File: config.mk
export PLATFORM = sky130hd
export DESIGN_NAME = hjd_top
export DESIGN_NICKNAME = d
export VERILOG_FILES = /design/src/pkg/hjd_pkg.sv /design/src/design/hjd_top.sv
export VERILOG_INCLUDE_DIRS = /design/src /design/src/pkg
export SDC_FILE = /design/constraint.sdc
export NUM_CORES = 1
export LEC_CHECK = 0
export CAP_MARGIN = 20
export CORE_MARGIN = 4
export CORE_UTILIZATION = 55
export DETAILED_ROUTE_END_ITERATION = 6
export DONT_BUFFER_PORTS = 1
export HOLD_SLACK_MARGIN = 0.03
export PLACE_DENSITY = 0.73
export SYNTH_ARGS = -nofsm -noshare
export SYNTH_HDL_FRONTEND = slang
export SYNTH_SLANG_ARGS = --single-unit
File: constraint.sdc
create_clock -name core_clk -period 2.2 [get_ports core_clk]
set_input_delay 0.11 -clock core_clk [delete_from_list [all_inputs] [get_ports core_clk]]
set_output_delay 0.11 -clock core_clk [all_outputs]
set_load 0.02 [all_outputs]
File: src/pkg/hjd_defs.svh
// Summary of operation
// - Detection runs only while the detection enable bit is set and stays idle otherwise.
// - The double-current bit selects twice the normal sense current for headphone detection.
// - The hook insertion threshold selects 150, 100 or 50 ohm for codes 0-2, with 3 reserved.
// - Headphone debounce bit zero means no debounce; one needs 3 equal results in a row.
// - Insertion debounce codes 0-5 select 16 to 512 ms, 6 is reserved and 7 means none.
// - Removal is accepted after 5 absent detections in a row, or after 3 when the bit is one.
// - Hook debounce codes 0 and 1 mean none, code 2 needs 2 detections and code 3 needs 3.
// - Jack type at bits 7-6 reads 0 with no jack, 1 without mic, 3 with mic, never 2.
// - Headset type at bits 5-4 reads 0 none, 1 mono right, 2 mono left, 3 stereo.
// - Detection pulses repeat at 0.5, 1, 7.5 or 15 Hz for rate codes 0 to 3.
// - The headphone detection tick period is 1, 2 or 4 ms for codes 0 to 2, 3 reserved.
`ifndef HJD_DEFS_SVH
`define HJD_DEFS_SVH

// Register indices; byte address is four times the index
`define HJD_IDX_MONITOR 8'h19
`define HJD_IDX_CONTROL 8'h1A
`define HJD_IDX_DEBOUNCE 8'h1B
`define HJD_IDX_RESULT 8'h1C
`define HJD_IDX_AUX 8'h1D
`define HJD_IDX_IRQ_STATUS 8'h20
`define HJD_IDX_IRQ_CLEAR 8'h21
`define HJD_IDX_IRQ_ENABLE 8'h22

`define HJD_RST_REG 8'h00
`define HJD_RST_IRQ 4'h0
`define HJD_MASK_MONITOR 8'hE6
`define HJD_MASK_CONTROL 8'h7E
`define HJD_MASK_DEBOUNCE 8'h7F
`define HJD_MASK_AUX 8'h01

// Field positions
`define HJD_MON_RATE 7:6
`define HJD_MON_WIDTH 5
`define HJD_MON_TICK 2:1
`define HJD_CTL_COMP2 6
`define HJD_CTL_THR 5:4
`define HJD_CTL_COUPLING 3
`define HJD_CTL_DOUBLE 2
`define HJD_CTL_ON 1
`define HJD_DEB_PHONE 6
`define HJD_DEB_INSERT 5:3
`define HJD_DEB_REMOVAL 2
`define HJD_DEB_BUTTON 1:0
`define HJD_AUX_EXTRES 0

// Timing
`define HJD_CLK_PERIOD_NS 4
`define HJD_MS_NS 1000000
`define HJD_RATE0_MS 11'd2000
`define HJD_RATE1_MS 11'd1000
`define HJD_RATE2_MS 11'd133
`define HJD_RATE3_MS 11'd66
`define HJD_INS0_MS 10'd16
`define HJD_INS1_MS 10'd32
`define HJD_INS2_MS 10'd64
`define HJD_INS3_MS 10'd128
`define HJD_INS4_MS 10'd256
`define HJD_INS5_MS 10'd512

`endif

File: src/pkg/hjd_pkg.sv
package hjd_pkg;

    // Result of one analog detection measurement
    typedef struct packed {
        logic valid;
        logic jack;
        logic mic;
        logic [1:0] kind;
        logic hook;
    } hjd_sense_t;

    // Controls towards the analog front end
    typedef struct packed {
        logic detect_on;
        logic pulse;
        logic pulse_wide;
        logic hp_tick;
        logic double_current;
        logic coupling_dc;
        logic hook_cfg;
        logic [1:0] hook_thr;
    } hjd_drive_t;

    typedef enum logic [1:0] {
        HJD_OFF = 2'b00,
        HJD_ARMED = 2'b01,
        HJD_INSERTED = 2'b11
    } hjd_state_t;

endpackage : hjd_pkg

File: src/design/hjd_top.sv
`timescale 1ns/1ps
`include "hjd_defs.svh"

module hjd_top #(
    parameter int unsigned MS_CYCLES = `HJD_MS_NS / `HJD_CLK_PERIOD_NS
) (
    input wire logic core_clk,
    input wire logic rst_n,
    input wire logic psel,
    input wire logic penable,
    input wire logic pwrite,
    input wire logic [7:0] paddr,
    input wire logic [31:0] pwdata,
    output logic [31:0] prdata,
    output logic pready,
    output logic pslverr,
    input hjd_pkg::hjd_sense_t sense,
    output hjd_pkg::hjd_drive_t drive,
    output logic irq
);
    import hjd_pkg::*;

    localparam logic [17:0] MS_LAST = 18'(MS_CYCLES - 1);

    logic [7:0] mon_q, ctl_q, deb_q, aux_q;
    logic [3:0] irq_st_q, irq_en_q;
    logic [1:0] jack_type_q, set_kind_status_q, tick_cnt_q, cand_cnt_q, hook_cnt_q;
    hjd_state_t state_q;
    logic [17:0] ms_cnt_q;
    logic [10:0] rate_cnt_q;
    logic [9:0] ins_ms_q;
    logic [2:0] rem_cnt_q, cand_q;
    logic ms_tick_q, pulse_q, tick_q, raw_jack_q, hook_q, pready_q, pslverr_q, irq_q;
    logic [31:0] prdata_q;
    hjd_drive_t drive_q;

    logic detect_on, smp, smp_in, wr_en, rd_hit;
    logic ins_accept, rem_accept, kind_accept, hook_rise;
    logic [7:0] idx, rd_data;
    logic [10:0] rate_last;
    logic [9:0] ins_target;
    logic [2:0] rem_need, new_kind;
    logic [1:0] tick_last, phone_need, button_need, match_cnt, hook_next;
    logic [3:0] events, irq_clr;

    assign idx = {2'b00, paddr[7:2]};
    assign detect_on = ctl_q[`HJD_CTL_ON];
    assign smp = sense.valid && detect_on && (state_q != HJD_OFF);
    assign smp_in = smp && (state_q == HJD_INSERTED);
    assign wr_en = psel && penable && pwrite && pready_q;

    // Debounce and rate decodes
    always_comb begin
        case (mon_q[`HJD_MON_RATE])
            2'd0: rate_last = `HJD_RATE0_MS - 11'd1;
            2'd1: rate_last = `HJD_RATE1_MS - 11'd1;
            2'd2: rate_last = `HJD_RATE2_MS - 11'd1;
            default: rate_last = `HJD_RATE3_MS - 11'd1;
        endcase
        case (mon_q[`HJD_MON_TICK])
            2'd0: tick_last = 2'd0;
            2'd1: tick_last = 2'd1;
            // Reserved code kept at the slowest period
            default: tick_last = 2'd3;
        endcase
        case (deb_q[`HJD_DEB_INSERT])
            3'd0: ins_target = `HJD_INS0_MS;
            3'd1: ins_target = `HJD_INS1_MS;
            3'd2: ins_target = `HJD_INS2_MS;
            3'd3: ins_target = `HJD_INS3_MS;
            3'd4: ins_target = `HJD_INS4_MS;
            // Reserved code 6 treated as the longest time
            default: ins_target = `HJD_INS5_MS;
        endcase
        rem_need = deb_q[`HJD_DEB_REMOVAL] ? 3'd3 : 3'd5;
        phone_need = deb_q[`HJD_DEB_PHONE] ? 2'd3 : 2'd1;
        case (deb_q[`HJD_DEB_BUTTON])
            2'd2: button_need = 2'd2;
            2'd3: button_need = 2'd3;
            default: button_need = 2'd1;
        endcase
    end

    // Acceptance decisions
    always_comb begin
        new_kind = {sense.mic, sense.kind};
        match_cnt = (new_kind == cand_q && cand_cnt_q != 2'd3) ? cand_cnt_q + 2'd1 :
                    (new_kind == cand_q) ? 2'd3 : 2'd1;
        ins_accept = 1'b0;
        if (state_q == HJD_ARMED) begin
            if (deb_q[`HJD_DEB_INSERT] == 3'd7) begin
                ins_accept = smp && sense.jack;
            end else begin
                ins_accept = raw_jack_q && (ins_ms_q >= ins_target);
            end
        end
        rem_accept = smp_in && !sense.jack && (rem_cnt_q + 3'd1 >= rem_need);
        kind_accept = smp_in && sense.jack && (match_cnt >= phone_need) &&
                      ({jack_type_q[1], set_kind_status_q} != new_kind);
        hook_next = (hook_cnt_q == 2'd3) ? 2'd3 : hook_cnt_q + 2'd1;
        hook_rise = smp_in && sense.jack && sense.hook && !hook_q &&
                    (hook_next >= button_need);
        events = {hook_rise, kind_accept, rem_accept, ins_accept};
        irq_clr = (wr_en && idx == `HJD_IDX_IRQ_CLEAR) ? pwdata[3:0] : 4'h0;
    end

    // Millisecond base enable
    always_ff @(posedge core_clk or negedge rst_n) begin
        if (!rst_n) begin
            ms_cnt_q <= 18'h0;
            ms_tick_q <= 1'b0;
        end else if (!detect_on) begin
            ms_cnt_q <= 18'h0;
            ms_tick_q <= 1'b0;
        end else if (ms_cnt_q >= MS_LAST) begin
            ms_cnt_q <= 18'h0;
            ms_tick_q <= 1'b1;
        end else begin
            ms_cnt_q <= ms_cnt_q + 18'h1;
            ms_tick_q <= 1'b0;
        end
    end

    // Detection pulse repetition
    always_ff @(posedge core_clk or negedge rst_n) begin
        if (!rst_n) begin
            rate_cnt_q <= 11'h0;
            pulse_q <= 1'b0;
        end else if (!detect_on) begin
            rate_cnt_q <= 11'h0;
            pulse_q <= 1'b0;
        end else if (ms_tick_q && rate_cnt_q >= rate_last) begin
            rate_cnt_q <= 11'h0;
            pulse_q <= 1'b1;
        end else begin
            if (ms_tick_q) begin
                rate_cnt_q <= rate_cnt_q + 11'h1;
            end
            pulse_q <= 1'b0;
        end
    end

    // Headphone detection tick
    always_ff @(posedge core_clk or negedge rst_n) begin
        if (!rst_n) begin
            tick_cnt_q <= 2'h0;
            tick_q <= 1'b0;
        end else if (!detect_on) begin
            tick_cnt_q <= 2'h0;
            tick_q <= 1'b0;
        end else if (ms_tick_q && tick_cnt_q >= tick_last) begin
            tick_cnt_q <= 2'h0;
            tick_q <= 1'b1;
        end else begin
            if (ms_tick_q) begin
                tick_cnt_q <= tick_cnt_q + 2'h1;
            end
            tick_q <= 1'b0;
        end
    end

    // Detection state
    always_ff @(posedge core_clk or negedge rst_n) begin
        if (!rst_n) begin
            state_q <= HJD_OFF;
        end else begin
            case (state_q)
                HJD_OFF: begin
                    if (detect_on) begin
                        state_q <= HJD_ARMED;
                    end
                end
                HJD_ARMED: begin
                    if (!detect_on) begin
                        state_q <= HJD_OFF;
                    end else if (ins_accept) begin
                        state_q <= HJD_INSERTED;
                    end
                end
                HJD_INSERTED: begin
                    if (!detect_on) begin
                        state_q <= HJD_OFF;
                    end else if (rem_accept) begin
                        state_q <= HJD_ARMED;
                    end
                end
                default: state_q <= HJD_OFF;
            endcase
        end
    end

    // Insertion timing, restarted by any absent sample
    always_ff @(posedge core_clk or negedge rst_n) begin
        if (!rst_n) begin
            raw_jack_q <= 1'b0;
            ins_ms_q <= 10'h0;
        end else if (state_q != HJD_ARMED || ins_accept) begin
            raw_jack_q <= 1'b0;
            ins_ms_q <= 10'h0;
        end else if (smp && !sense.jack) begin
            raw_jack_q <= 1'b0;
            ins_ms_q <= 10'h0;
        end else begin
            if (smp) begin
                raw_jack_q <= 1'b1;
            end
            if (ms_tick_q && raw_jack_q && ins_ms_q != 10'h3FF) begin
                ins_ms_q <= ins_ms_q + 10'h1;
            end
        end
    end

    // Removal count of successive absent samples
    always_ff @(posedge core_clk or negedge rst_n) begin
        if (!rst_n) begin
            rem_cnt_q <= 3'h0;
        end else if (state_q != HJD_INSERTED || rem_accept) begin
            rem_cnt_q <= 3'h0;
        end else if (smp_in) begin
            rem_cnt_q <= sense.jack ? 3'h0 : rem_cnt_q + 3'h1;
        end
    end

    // Type candidate tracking
    always_ff @(posedge core_clk or negedge rst_n) begin
        if (!rst_n) begin
            cand_q <= 3'h0;
            cand_cnt_q <= 2'h0;
        end else if (state_q != HJD_INSERTED) begin
            cand_q <= 3'h0;
            cand_cnt_q <= 2'h0;
        end else if (smp_in && sense.jack) begin
            cand_q <= new_kind;
            cand_cnt_q <= match_cnt;
        end
    end

    // Hook press detection
    always_ff @(posedge core_clk or negedge rst_n) begin
        if (!rst_n) begin
            hook_cnt_q <= 2'h0;
            hook_q <= 1'b0;
        end else if (state_q != HJD_INSERTED) begin
            hook_cnt_q <= 2'h0;
            hook_q <= 1'b0;
        end else if (smp_in) begin
            if (sense.jack && sense.hook) begin
                hook_cnt_q <= hook_next;
                if (hook_rise) begin
                    hook_q <= 1'b1;
                end
            end else begin
                hook_cnt_q <= 2'h0;
                hook_q <= 1'b0;
            end
        end
    end

    // Reported jack and headset type
    always_ff @(posedge core_clk or negedge rst_n) begin
        if (!rst_n) begin
            jack_type_q <= 2'b00;
            set_kind_status_q <= 2'b00;
        end else if (state_q == HJD_OFF || rem_accept) begin
            jack_type_q <= 2'b00;
            set_kind_status_q <= 2'b00;
        end else if (kind_accept) begin
            // Only debounced results reach the status
            jack_type_q <= sense.mic ? 2'b11 : 2'b01;
            set_kind_status_q <= sense.kind;
        end
    end

    // Configuration registers; reserved bits are never stored
    always_ff @(posedge core_clk or negedge rst_n) begin
        if (!rst_n) begin
            mon_q <= `HJD_RST_REG;
            ctl_q <= `HJD_RST_REG;
            deb_q <= `HJD_RST_REG;
            aux_q <= `HJD_RST_REG;
            irq_en_q <= `HJD_RST_IRQ;
        end else if (wr_en) begin
            case (idx)
                `HJD_IDX_MONITOR: mon_q <= pwdata[7:0] & `HJD_MASK_MONITOR;
                `HJD_IDX_CONTROL: ctl_q <= pwdata[7:0] & `HJD_MASK_CONTROL;
                `HJD_IDX_DEBOUNCE: deb_q <= pwdata[7:0] & `HJD_MASK_DEBOUNCE;
                `HJD_IDX_AUX: aux_q <= pwdata[7:0] & `HJD_MASK_AUX;
                `HJD_IDX_IRQ_ENABLE: irq_en_q <= pwdata[3:0];
                default: irq_en_q <= irq_en_q;
            endcase
        end
    end

    // Sticky events; a new event beats a clear in the same cycle
    always_ff @(posedge core_clk or negedge rst_n) begin
        if (!rst_n) begin
            irq_st_q <= `HJD_RST_IRQ;
            irq_q <= 1'b0;
        end else begin
            irq_st_q <= (irq_st_q & ~irq_clr) | events;
            irq_q <= |(irq_st_q & irq_en_q);
        end
    end

    // Read decode
    always_comb begin
        rd_hit = 1'b1;
        case (idx)
            `HJD_IDX_MONITOR: rd_data = mon_q;
            `HJD_IDX_CONTROL: rd_data = ctl_q;
            `HJD_IDX_DEBOUNCE: rd_data = deb_q;
            `HJD_IDX_RESULT: rd_data = {jack_type_q, set_kind_status_q, 4'h0};
            `HJD_IDX_AUX: rd_data = aux_q;
            `HJD_IDX_IRQ_STATUS: rd_data = {4'h0, irq_st_q};
            `HJD_IDX_IRQ_CLEAR: rd_data = 8'h00;
            `HJD_IDX_IRQ_ENABLE: rd_data = {4'h0, irq_en_q};
            default: begin
                rd_data = 8'h00;
                rd_hit = 1'b0;
            end
        endcase
    end

    // One wait state keeps every bus output registered
    always_ff @(posedge core_clk or negedge rst_n) begin
        if (!rst_n) begin
            pready_q <= 1'b0;
            pslverr_q <= 1'b0;
            prdata_q <= 32'h0;
        end else if (psel && penable && !pready_q) begin
            pready_q <= 1'b1;
            pslverr_q <= !rd_hit;
            prdata_q <= pwrite ? 32'h0 : {24'h0, rd_data};
        end else begin
            pready_q <= 1'b0;
            pslverr_q <= 1'b0;
        end
    end

    // Front-end controls
    always_ff @(posedge core_clk or negedge rst_n) begin
        if (!rst_n) begin
            drive_q <= '0;
        end else begin
            drive_q.detect_on <= detect_on && state_q != HJD_OFF;
            // A pulse launched just before a disable must not reach the front end
            drive_q.pulse <= pulse_q && detect_on && state_q != HJD_OFF;
            drive_q.pulse_wide <= mon_q[`HJD_MON_WIDTH];
            drive_q.hp_tick <= tick_q;
            drive_q.double_current <= ctl_q[`HJD_CTL_DOUBLE];
            drive_q.coupling_dc <= ctl_q[`HJD_CTL_COUPLING];
            drive_q.hook_cfg <= ctl_q[`HJD_CTL_COMP2];
            // Threshold only applies with the resistor type bit clear
            if (aux_q[`HJD_AUX_EXTRES] || ctl_q[`HJD_CTL_THR] == 2'd3) begin
                drive_q.hook_thr <= 2'd0;
            end else begin
                drive_q.hook_thr <= ctl_q[`HJD_CTL_THR];
            end
        end
    end

    assign prdata = prdata_q;
    assign pready = pready_q;
    assign pslverr = pslverr_q;
    assign drive = drive_q;
    assign irq = irq_q;

endmodule : hjd_top

Word-level counts from Yosys, hierarchy flattened:

Cells that the tools add are included.

* register bits after elaboration: 133
* latch bits: 0
* bits in writable memories: 0
* bits in read-only memories: 0
* bits of input ports: 51
* output and inout bits: 44
* logic and storage cells: 205
* memories kept: 0

* add/sub/neg operators: 7
* multiply operators: 0
* divide/modulo/power cells: 0
* order comparisons: 7
* equal/unequal tests: 34
* shift operators: 0
* mux-type cells: 63
* bitwise gates (word level): 4
* reduce and logical (&&, ||, !) cells: 56

Operators by type and width (count)
* case mux 8 bit (7 select lines): 1
* case mux 10 bit (5 select lines): 1
* two-way mux 2 bit: 23
* two-way mux 18 bit: 2
* two-way mux 11 bit: 3
* case mux 11 bit (3 select lines): 1
* equality test 6 x 5 -> 1 bit, second input constant: 5
* two-way mux 10 bit: 3
* logical AND 1 bit: 28
* adder 18 x 1 -> 18 bit, second input constant: 1
* equality test 6 bit, second input constant: 3
* >= comparator 18 bit, second input constant: 1
* two-way mux 1 bit: 18
* two-way mux 3 bit: 6
* equality test 2 bit, second input constant: 6
* AND reduction 2 bit: 6
* adder 11 x 1 -> 11 bit, second input constant: 1
* >= comparator 11 bit: 1
* adder 10 x 1 -> 10 bit, second input constant: 1
* >= comparator 10 bit: 1
* != test 10 bit, second input constant: 1
* nonzero test 2 bit: 5
* != test 3 bit, second input constant: 3
* bitwise AND 4 bit: 2
* other kinds (27): 48

Logic depth before layout (Yosys ltp):

Gate-level depths: netlist of the first run.

* depth in word-level cells: 11
* mapped depth: 10
* depth with buffers taken out: 9

Worst setup path after synthesis of the first run:

Ideal clock, no wire load.

* kind: flip-flop to flip-flop
* start point: reg deb_q[3]
* end point: reg ins_ms_q[1]
* library setup time: 72 ps
* arrival time: 2303 ps
* required time: 2128 ps
* setup slack: -175 ps
* cell stages (with the launch flop): 10
* buffers on the path: 2
* clock period less this slack: 2375 ps
* cells stage by stage: dfrtp_1 clkbuf_8 or3b_2 ha_1 a211oi_2 nor2_1 o311a_1 or3_4 buf_6 nor2_1

* longest elaborated chain between the ends: 8
* elaborated cells between the ends (all ways): 14
* classes of those cells: order compare (1); eq/ne (5); mux (4); reduce/logical (4)

RTL lines
* start: declaration: RTL line hjd_top.sv:25 `logic [7:0] mon_q, ctl_q, deb_q, aux_q;`
* start signal: assignment: RTL line hjd_top.sv:279 `` deb_q <= `HJD_RST_REG; ``
* start signal: assignment: RTL line hjd_top.sv:286 `` `HJD_IDX_DEBOUNCE: deb_q <= pwdata[7:0] & `HJD_MASK_DEBOUNCE; ``
* equality test 3 bit (tied with other cells): RTL line hjd_top.sv:66 `` case (deb_q[`HJD_DEB_INSERT]) ``
* case mux 10 bit (5 select lines): RTL line hjd_top.sv:66
* >= comparator 10 bit: RTL line hjd_top.sv:94 `ins_accept = raw_jack_q && (ins_ms_q >= ins_target);`
* logical AND 1 bit: RTL line hjd_top.sv:94
* two-way mux 1 bit (*): RTL line hjd_top.sv:91 `` if (deb_q[`HJD_DEB_INSERT] == 3'd7) begin ``
* two-way mux 1 bit (*): RTL line hjd_top.sv:90 `if (state_q == HJD_ARMED) begin`
* logical OR 1 bit (*): RTL line hjd_top.sv:197 `end else if (state_q != HJD_ARMED || ins_accept) begin`
* nonzero test 3 bit (no source line) or two-way mux 10 bit (tied branches)
* end signal: assignment: RTL line hjd_top.sv:208 `ins_ms_q <= ins_ms_q + 10'h1;`
* end: declaration: RTL line hjd_top.sv:31 `logic [9:0] ins_ms_q;`

Every way passes the cells marked *; elsewhere a longest branch is shown, timed or not.
A chain may end at the register's enable or synchronous reset.

Final worst setup path of the first run:

* start point: reg deb_q[5]
* end point: reg ins_ms_q[4]

Same word-level chain as after synthesis.

==> out/results.ini, run 1 <==
[run_status]
outcome = finished, violations left
violations = negative hold slack, negative setup slack

[finish]
num_antenna_cells = 0
final.fill_count = 857
multi_input_area_sq_um = 3097
regArea_sq_um = 2730
fin_nets = 710
area_growth_syn_to_layout_pct = 9.786
layout-drive-gt1-share_pct = 14.04

[placement]
hpwl_microns = 9062
pre_cts_ws_ps = -119.7
io_buffer_count = 0
place.gp.congestion = 0.8678

[yosys]
synth_edf_count = 0
synth_top_cell_by_area = dfrtp_1
yosysUniqueCellTypes = 65
synth_seq_cells = 109
ys.flop_type = dfrtp_1
synthCells = 594
synth_area_leaders = dfrtp_1 46%, ha_1 6.1%, nor2_1 4.5%
yosysMostFrequentCell = dfrtp_1
avgSynthCellArea_sq_um = 10.05
synth_commonest_cells = 109 x dfrtp_1, 71 x nor2_1, 58 x nand2_1
netlist.area_leader.share_pct = 45.68
syn_area_sq_um = 5971
yosys_warnings = 0
synth-async-reset-ratio_pct = 100.0
seq_area_frac_synth_pct = 45.68

[sta]
setup_viol = 11
fin_crit_ps = 2272
tightest_slew_ps = 636.7
relSlewSlack_pct = 57.22
finalCritPeriodShare_pct = 103.3
drv_slew = 0
clock_skew_ps = 14.08
max_freq_mhz = 440.2
rsz0062_at_grt = yes
worst_slack_ps = -71.55
setup_tns_ps = -666.8
whs_ps = -584.5
hold_violations = 109

[cts]
clk_pin_slew_ps = 110
cts_tree = done
htree_levels = 3
hold_buffers = 18
cts_buffers = 9
clk_latency_ps = 380
cts_sinks = 109
clockBufferDepth = 2
root_buffer = clkbuf_8

[power]
powerDensity_nw_per_um2 = 607.2
leakage_uw = 0.002967
irDropWorstVdd_mv = 0.2867
p_total_uw = 3980

[run]
drv_cap = 0

[grt]
grt_pass1_vias = 4300
track_usage_pct = 20.50
antenna_found_initial = 0
grt_pass1_wl_microns = 21340
grt_start_max_net_pins = 110
grt_overflow = 0

[routing]
ant_nets = 0
vias_per_cell = 5.738
wl_met1_microns = 5886
drt_iter0_drc = 375
wl_microns = 12590
dr.max_layer_used = met4
drc = 0
dr_wl_met3_microns = 641
wl_per_cell_microns = 16.35
firstDrtPassIters = 4
num_vias = 4418
wl_met2_microns = 5878

[die]
core_sq_um = 10460
die_h_microns = 112.2
rows = 37
die-area_sq_um = 12590
die_x_microns = 112.2
design.portCount = 95
initial_core_util_pct = 57.07

[setup_path]
path_max_fanout = 6
cpPeakStageDelay_ps = 440
cp_top_family = simple AND/OR/NAND/NOR gates
crit_type = reg2reg
cp-end-kind = register
path_buf_inv = 0
worstPathArrival_ps = 2590
worst_setup_path_start_kind = register
worstPathRequired_ps = 2520
critPathSlowestCell = dfrtp_1
path_cells = or3b_4 > ha_4 > a211oi_2 > nor2_1 > o311a_1 > or3_4 > a21oi_2

[hold_path]
hp-class = in2async

[worst paths after layout]
| kind | startpoint | end | slack (ps) | depth (start not counted) |
|---|---|---|---|---|
| max | deb_q[5] | ins_ms_q[4] | -70 | 7 |
| min | rst_n | rate_cnt_q[1] | -580 | 0 |
| max reg2reg | deb_q[5] | ins_ms_q[4] | -70 | 7 |
| min reg2reg | tick_q | drive[5] | 360 | 0 |
| max in group asynchronous | rst_n | deb_q[3] | 2510 | 0 |
| min in group core_clk | sense[2] | irq_st_q[2] | 50 | 3 |
[sequential cells by signal (all words and copies together) (netlist names), 3 cells and up]
register	flops
cand_q	3
ctl_q	6
deb_q	7
drive	9
ins_ms_q	10
irq_en_q	4
irq_st_q	4
mon_q	5
ms_cnt_q	18
prdata	8
rate_cnt_q	11
rem_cnt_q	3
[metal layers]
metal  vias to the layer above  GRT usage (%)
li1                       2138              -
met1                      2168          28.31
met2                        95          32.50
met3                        17          4.906
met4                         0          5.769
met5                         -              0
[repair_timing]
action	in CTS	in global routing
pin swaps	2	1
setup buffers	0	1
gates cloned	1	0
gates resized for setup	5	12
endpoints found under the hold margin	154	109
endpoints found under the setup margin	14	26
[through the flow]
step / cell area [sq um] / std cells / utilization (%)
detailed placement: 6135 / 735 / 58.63
global route: 6555 / 770 / 62.65
floorplan: 6091 / 617 / -
finish: 6555 / 770 / 62.65
CTS: 6500 / 769 / 62.13
global placement: 6135 / 735 / 58.63
[worst reg2reg max path: stages, from the launching register on]
cell and delay (ps):
dfrtp_1 440, or3b_4 420, ha_4 170, a211oi_2 180
nor2_1 70, o311a_1 360, or3_4 440, a21oi_2 120
[placed cells by master, fill, tap and decap left out, types with 12 or more instances in the layout]
| cell | instances |
|---|---|
| dfrtp_1 | 107 |
| nor2_1 | 64 |
| nand2_1 | 58 |
| ha_1 | 26 |
| conb_1 | 24 |
| o21ai_0 | 22 |
| nor3_1 | 22 |
| xnor2_1 | 20 |
| a21oi_1 | 20 |
| buf_4 | 20 |
| nand3_1 | 19 |
| mux2_2 | 18 |
| dlygate4sd3_1 | 18 |
| inv_1 | 16 |
| a22o_1 | 15 |
| xor2_1 | 12 |
[power breakdown]
group / internal, uW / switching, uW / total, uW
registers: 2140 / 154 / 2290
logic: 238 / 331 / 569
clock network: 441 / 680 / 1120
[logic make-up after synthesis]
logic type / after synthesis / share of synthesized area (%)
adder cells (fa/ha/maj): 29 / 6.077
XOR/XNOR: 32 / 4.694
AND/OR/NAND/NOR: 245 / 21.77
AO/OA/AOI/OAI: 96 / 11.02
flip-flops: 109 / 45.68
other: 1 / 0.06281
buffers and inverters: 53 / 5.449
multiplexers: 29 / 5.239
[layout make-up]
class                      instances  share of cell area (%)
clock inverter                     3                  0.3436
clock buffer                      12                   2.214
multi-input combinational        456                   47.24
timing repair buffer              38                   5.039
sequential                       109                   41.65
inverter                          16                  0.9162
tap                              136                   2.596
Note: power is estimated with default switching activity, not from simulation.
==> inputs of run 2 (changes only) <==
--- a/config.mk
+++ b/config.mk
@@ -6,6 +6,7 @@
 export SDC_FILE = /design/constraint.sdc
 export NUM_CORES = 1
 export LEC_CHECK = 0
+export ABC_AREA = 1
 export CAP_MARGIN = 20
 export CORE_MARGIN = 4
 export CORE_UTILIZATION = 55
==> run 2 against run 1 <==
  * The flow finishes with violations (negative hold slack)
  * Cell area increased by 1.2%
  * Power shrank 17%
  * Clock skew fell by 3.2 ps
  * Critical path type unchanged
  * Core utilization is 1.7 points lower
  * Critical endpoint is now set_kind_status_q[0]
  * Wire length grew 8.4%
  * Sequential share of layout area decreased by 0.54 points
==> out/results.ini, run 2 <==
[die]
initial_core_util_pct = 56.54
rows = 38
die-area_sq_um = 12950
core_sq_um = 10890
design.portCount = 95
die_h_microns = 113.8
die_x_microns = 113.8

[grt]
antenna_found_initial = 0
grt_start_max_net_pins = 110
track_usage_pct = 22.10
grt_overflow = 0
grt_pass1_wl_microns = 22940
grt_pass1_vias = 5012

[cts]
root_buffer = clkbuf_8
cts_buffers = 9
htree_levels = 3
clk_latency_ps = 400
cts_sinks = 109
clk_pin_slew_ps = 100
cts_tree = done
clockBufferDepth = 2
hold_buffers = 21

[hold_path]
hp-class = in2async

[sta]
drv_slew = 0
whs_ps = -605.7
finalCritPeriodShare_pct = 90.46
max_freq_mhz = 502.5
setup_viol = 0
fin_crit_ps = 1990
clock_skew_ps = 10.93
hold_violations = 109
setup_tns_ps = 0
rsz0062_at_grt = no

[setup_path]
cpPeakStageDelay_ps = 420
path_buf_inv = 2
path_max_fanout = 4
worst_setup_path_start_kind = register
r2r-end = set_kind_status_q[0]
regToRegStartpoint = rem_cnt_q[0]
r2r_cells = 10
worstPathArrival_ps = 2330
critPathSlowestCell = dfrtp_1
cp-end-kind = register
path_cells = ha_1 > ha_1 > inv_1 > nor2_1 > o21ai_0 > nand2_1 > a21oi_2 > buf_4 > nand3_1 > nand2_1
worstPathRequired_ps = 2540
cp_top_family = adder cells
reg2reg_slack_ps = 210
crit_type = reg2reg

[finish]
regArea_sq_um = 2728
regMostFlops = ms_cnt_q
final.fill_count = 972
area_growth_syn_to_layout_pct = 7.784
multi_input_area_sq_um = 2907
fin_nets = 911
reg_top3 = ms_cnt_q x18, rate_cnt_q x11, ins_ms_q x10
largest_reg_flops = 18
final_common_cell = nand2_1
mostFrequentLayoutCells = 216 x nand2_1, 109 x dfrtp_1, 102 x inv_1
layout-drive-gt1-share_pct = 5.024
num_antenna_cells = 0

[power]
leakage_uw = 0.003180
powerDensity_nw_per_um2 = 495.1
irDropWorstVdd_mv = 0.2986
p_total_uw = 3285

[run_status]
violations = negative hold slack
outcome = finished, violations left

[yosys]
synth_edf_count = 0
synth_top_cell_by_area = dfrtp_1
avgSynthCellArea_sq_um = 7.695
synth_area_leaders = dfrtp_1 44%, nand2_1 13%, inv_1 6.2%
synth_commonest_cells = 217 x nand2_1, 109 x dfrtp_1, 102 x inv_1
ys.flop_type = dfrtp_1
seq_area_frac_synth_pct = 44.31
yosysUniqueCellTypes = 41
syn_area_sq_um = 6156
netlist.area_leader.share_pct = 44.31
synthCells = 800
yosys_warnings = 0
synth-async-reset-ratio_pct = 100.0
synth_seq_cells = 109
yosysMostFrequentCell = nand2_1

[placement]
io_buffer_count = 0
place.gp.congestion = 0.8897
hpwl_microns = 10160

[routing]
wl_microns = 13640
drt_iter0_drc = 264
firstDrtPassIters = 4
ant_nets = 0
num_vias = 5124
wl_per_cell_microns = 13.98
drc = 0
vias_per_cell = 5.250

[run]
drv_cap = 0

-- run 2: cell types whose count changed after synthesis, moves of 11 or more --
cell	previous run	this run
nand4_1	9	22
inv_1	16	102
nand2_1	58	217
mux2_2	18	0
nand2b_1	11	0
nor2_1	71	98
o21ai_0	22	46
a22o_1	15	1
nand3_1	19	47
-- run 2: cell type report --
cell class                 count  share of cell area (%)
clock inverter                 5                  0.5657
inverter                     105                   5.940
clock buffer                  11                   1.980
multi-input combinational    578                   43.81
tap                          140                   2.640
sequential                   109                   41.11
timing repair buffer          28                   3.960
-- run 2: metrics by stage --
step / area, sq um / util (%) / std cells / worst slack, ps / hold WS [ps]
floorplan: 6242 / - / 823 / 395.6 / -185.6
global route: 6635 / 60.94 / 976 / 62.07 / -623.2
global placement: 6250 / 57.40 / 939 / 222.9 / -182.1
CTS: 6629 / 60.88 / 976 / 107.6 / -622.4
finish: 6635 / 60.94 / 976 / 209.9 / -605.7
detailed placement: 6250 / 57.40 / 939 / 138.4 / -183.2
-- run 2: logic make-up after synthesis --
| group | Yosys count | synth area share, % |
|---|---|---|
| AND/OR/NAND/NOR | 420 | 28.98 |
| multiplexers | 1 | 0.1626 |
| XOR/XNOR | 24 | 3.415 |
| adder cells (fa/ha/maj) | 29 | 5.894 |
| AO/OA/AOI/OAI | 80 | 7.195 |
| buffers and inverters | 136 | 9.980 |
| other | 1 | 0.06092 |
| flip-flops | 109 | 44.31 |
-- run 2: metal layers --
metal  track usage, %  share of wire [%]
met5                0                  0
met3            3.554                5.1
met2            38.24                 49
met4            8.868                1.9
met1            27.71                 44
-- run 2: how the worst max path moves through the flow --
stage	startpoint	endpoint	slack, ps	cells after the start
4_1_cts	mon_q[7]	rate_cnt_q[7]	110	9
2_1_floorplan	mon_q[7]	rate_cnt_q[8]	400	10
3_5_place_dp	mon_q[7]	rate_cnt_q[7]	140	9
5_1_grt	rem_cnt_q[0]	set_kind_status_q[1]	60	10
6_report	rem_cnt_q[0]	set_kind_status_q[0]	210	10
3_3_place_gp	mon_q[7]	rate_cnt_q[9]	220	9
-- run 2: where the power goes --
part,switching [uW],total (uW),internal [uW]
registers,12.9,2020,2010
clock network,701,1120,415
logic,96.9,145,47.8
total,811,3290,2470
-- run 2: repair_timing --
item                                   in CTS  in global routing
setup buffers                               0                  0
endpoints found under the hold margin     147                109
setup endpoints to repair                   0                 12
resized for setup                           0                  2
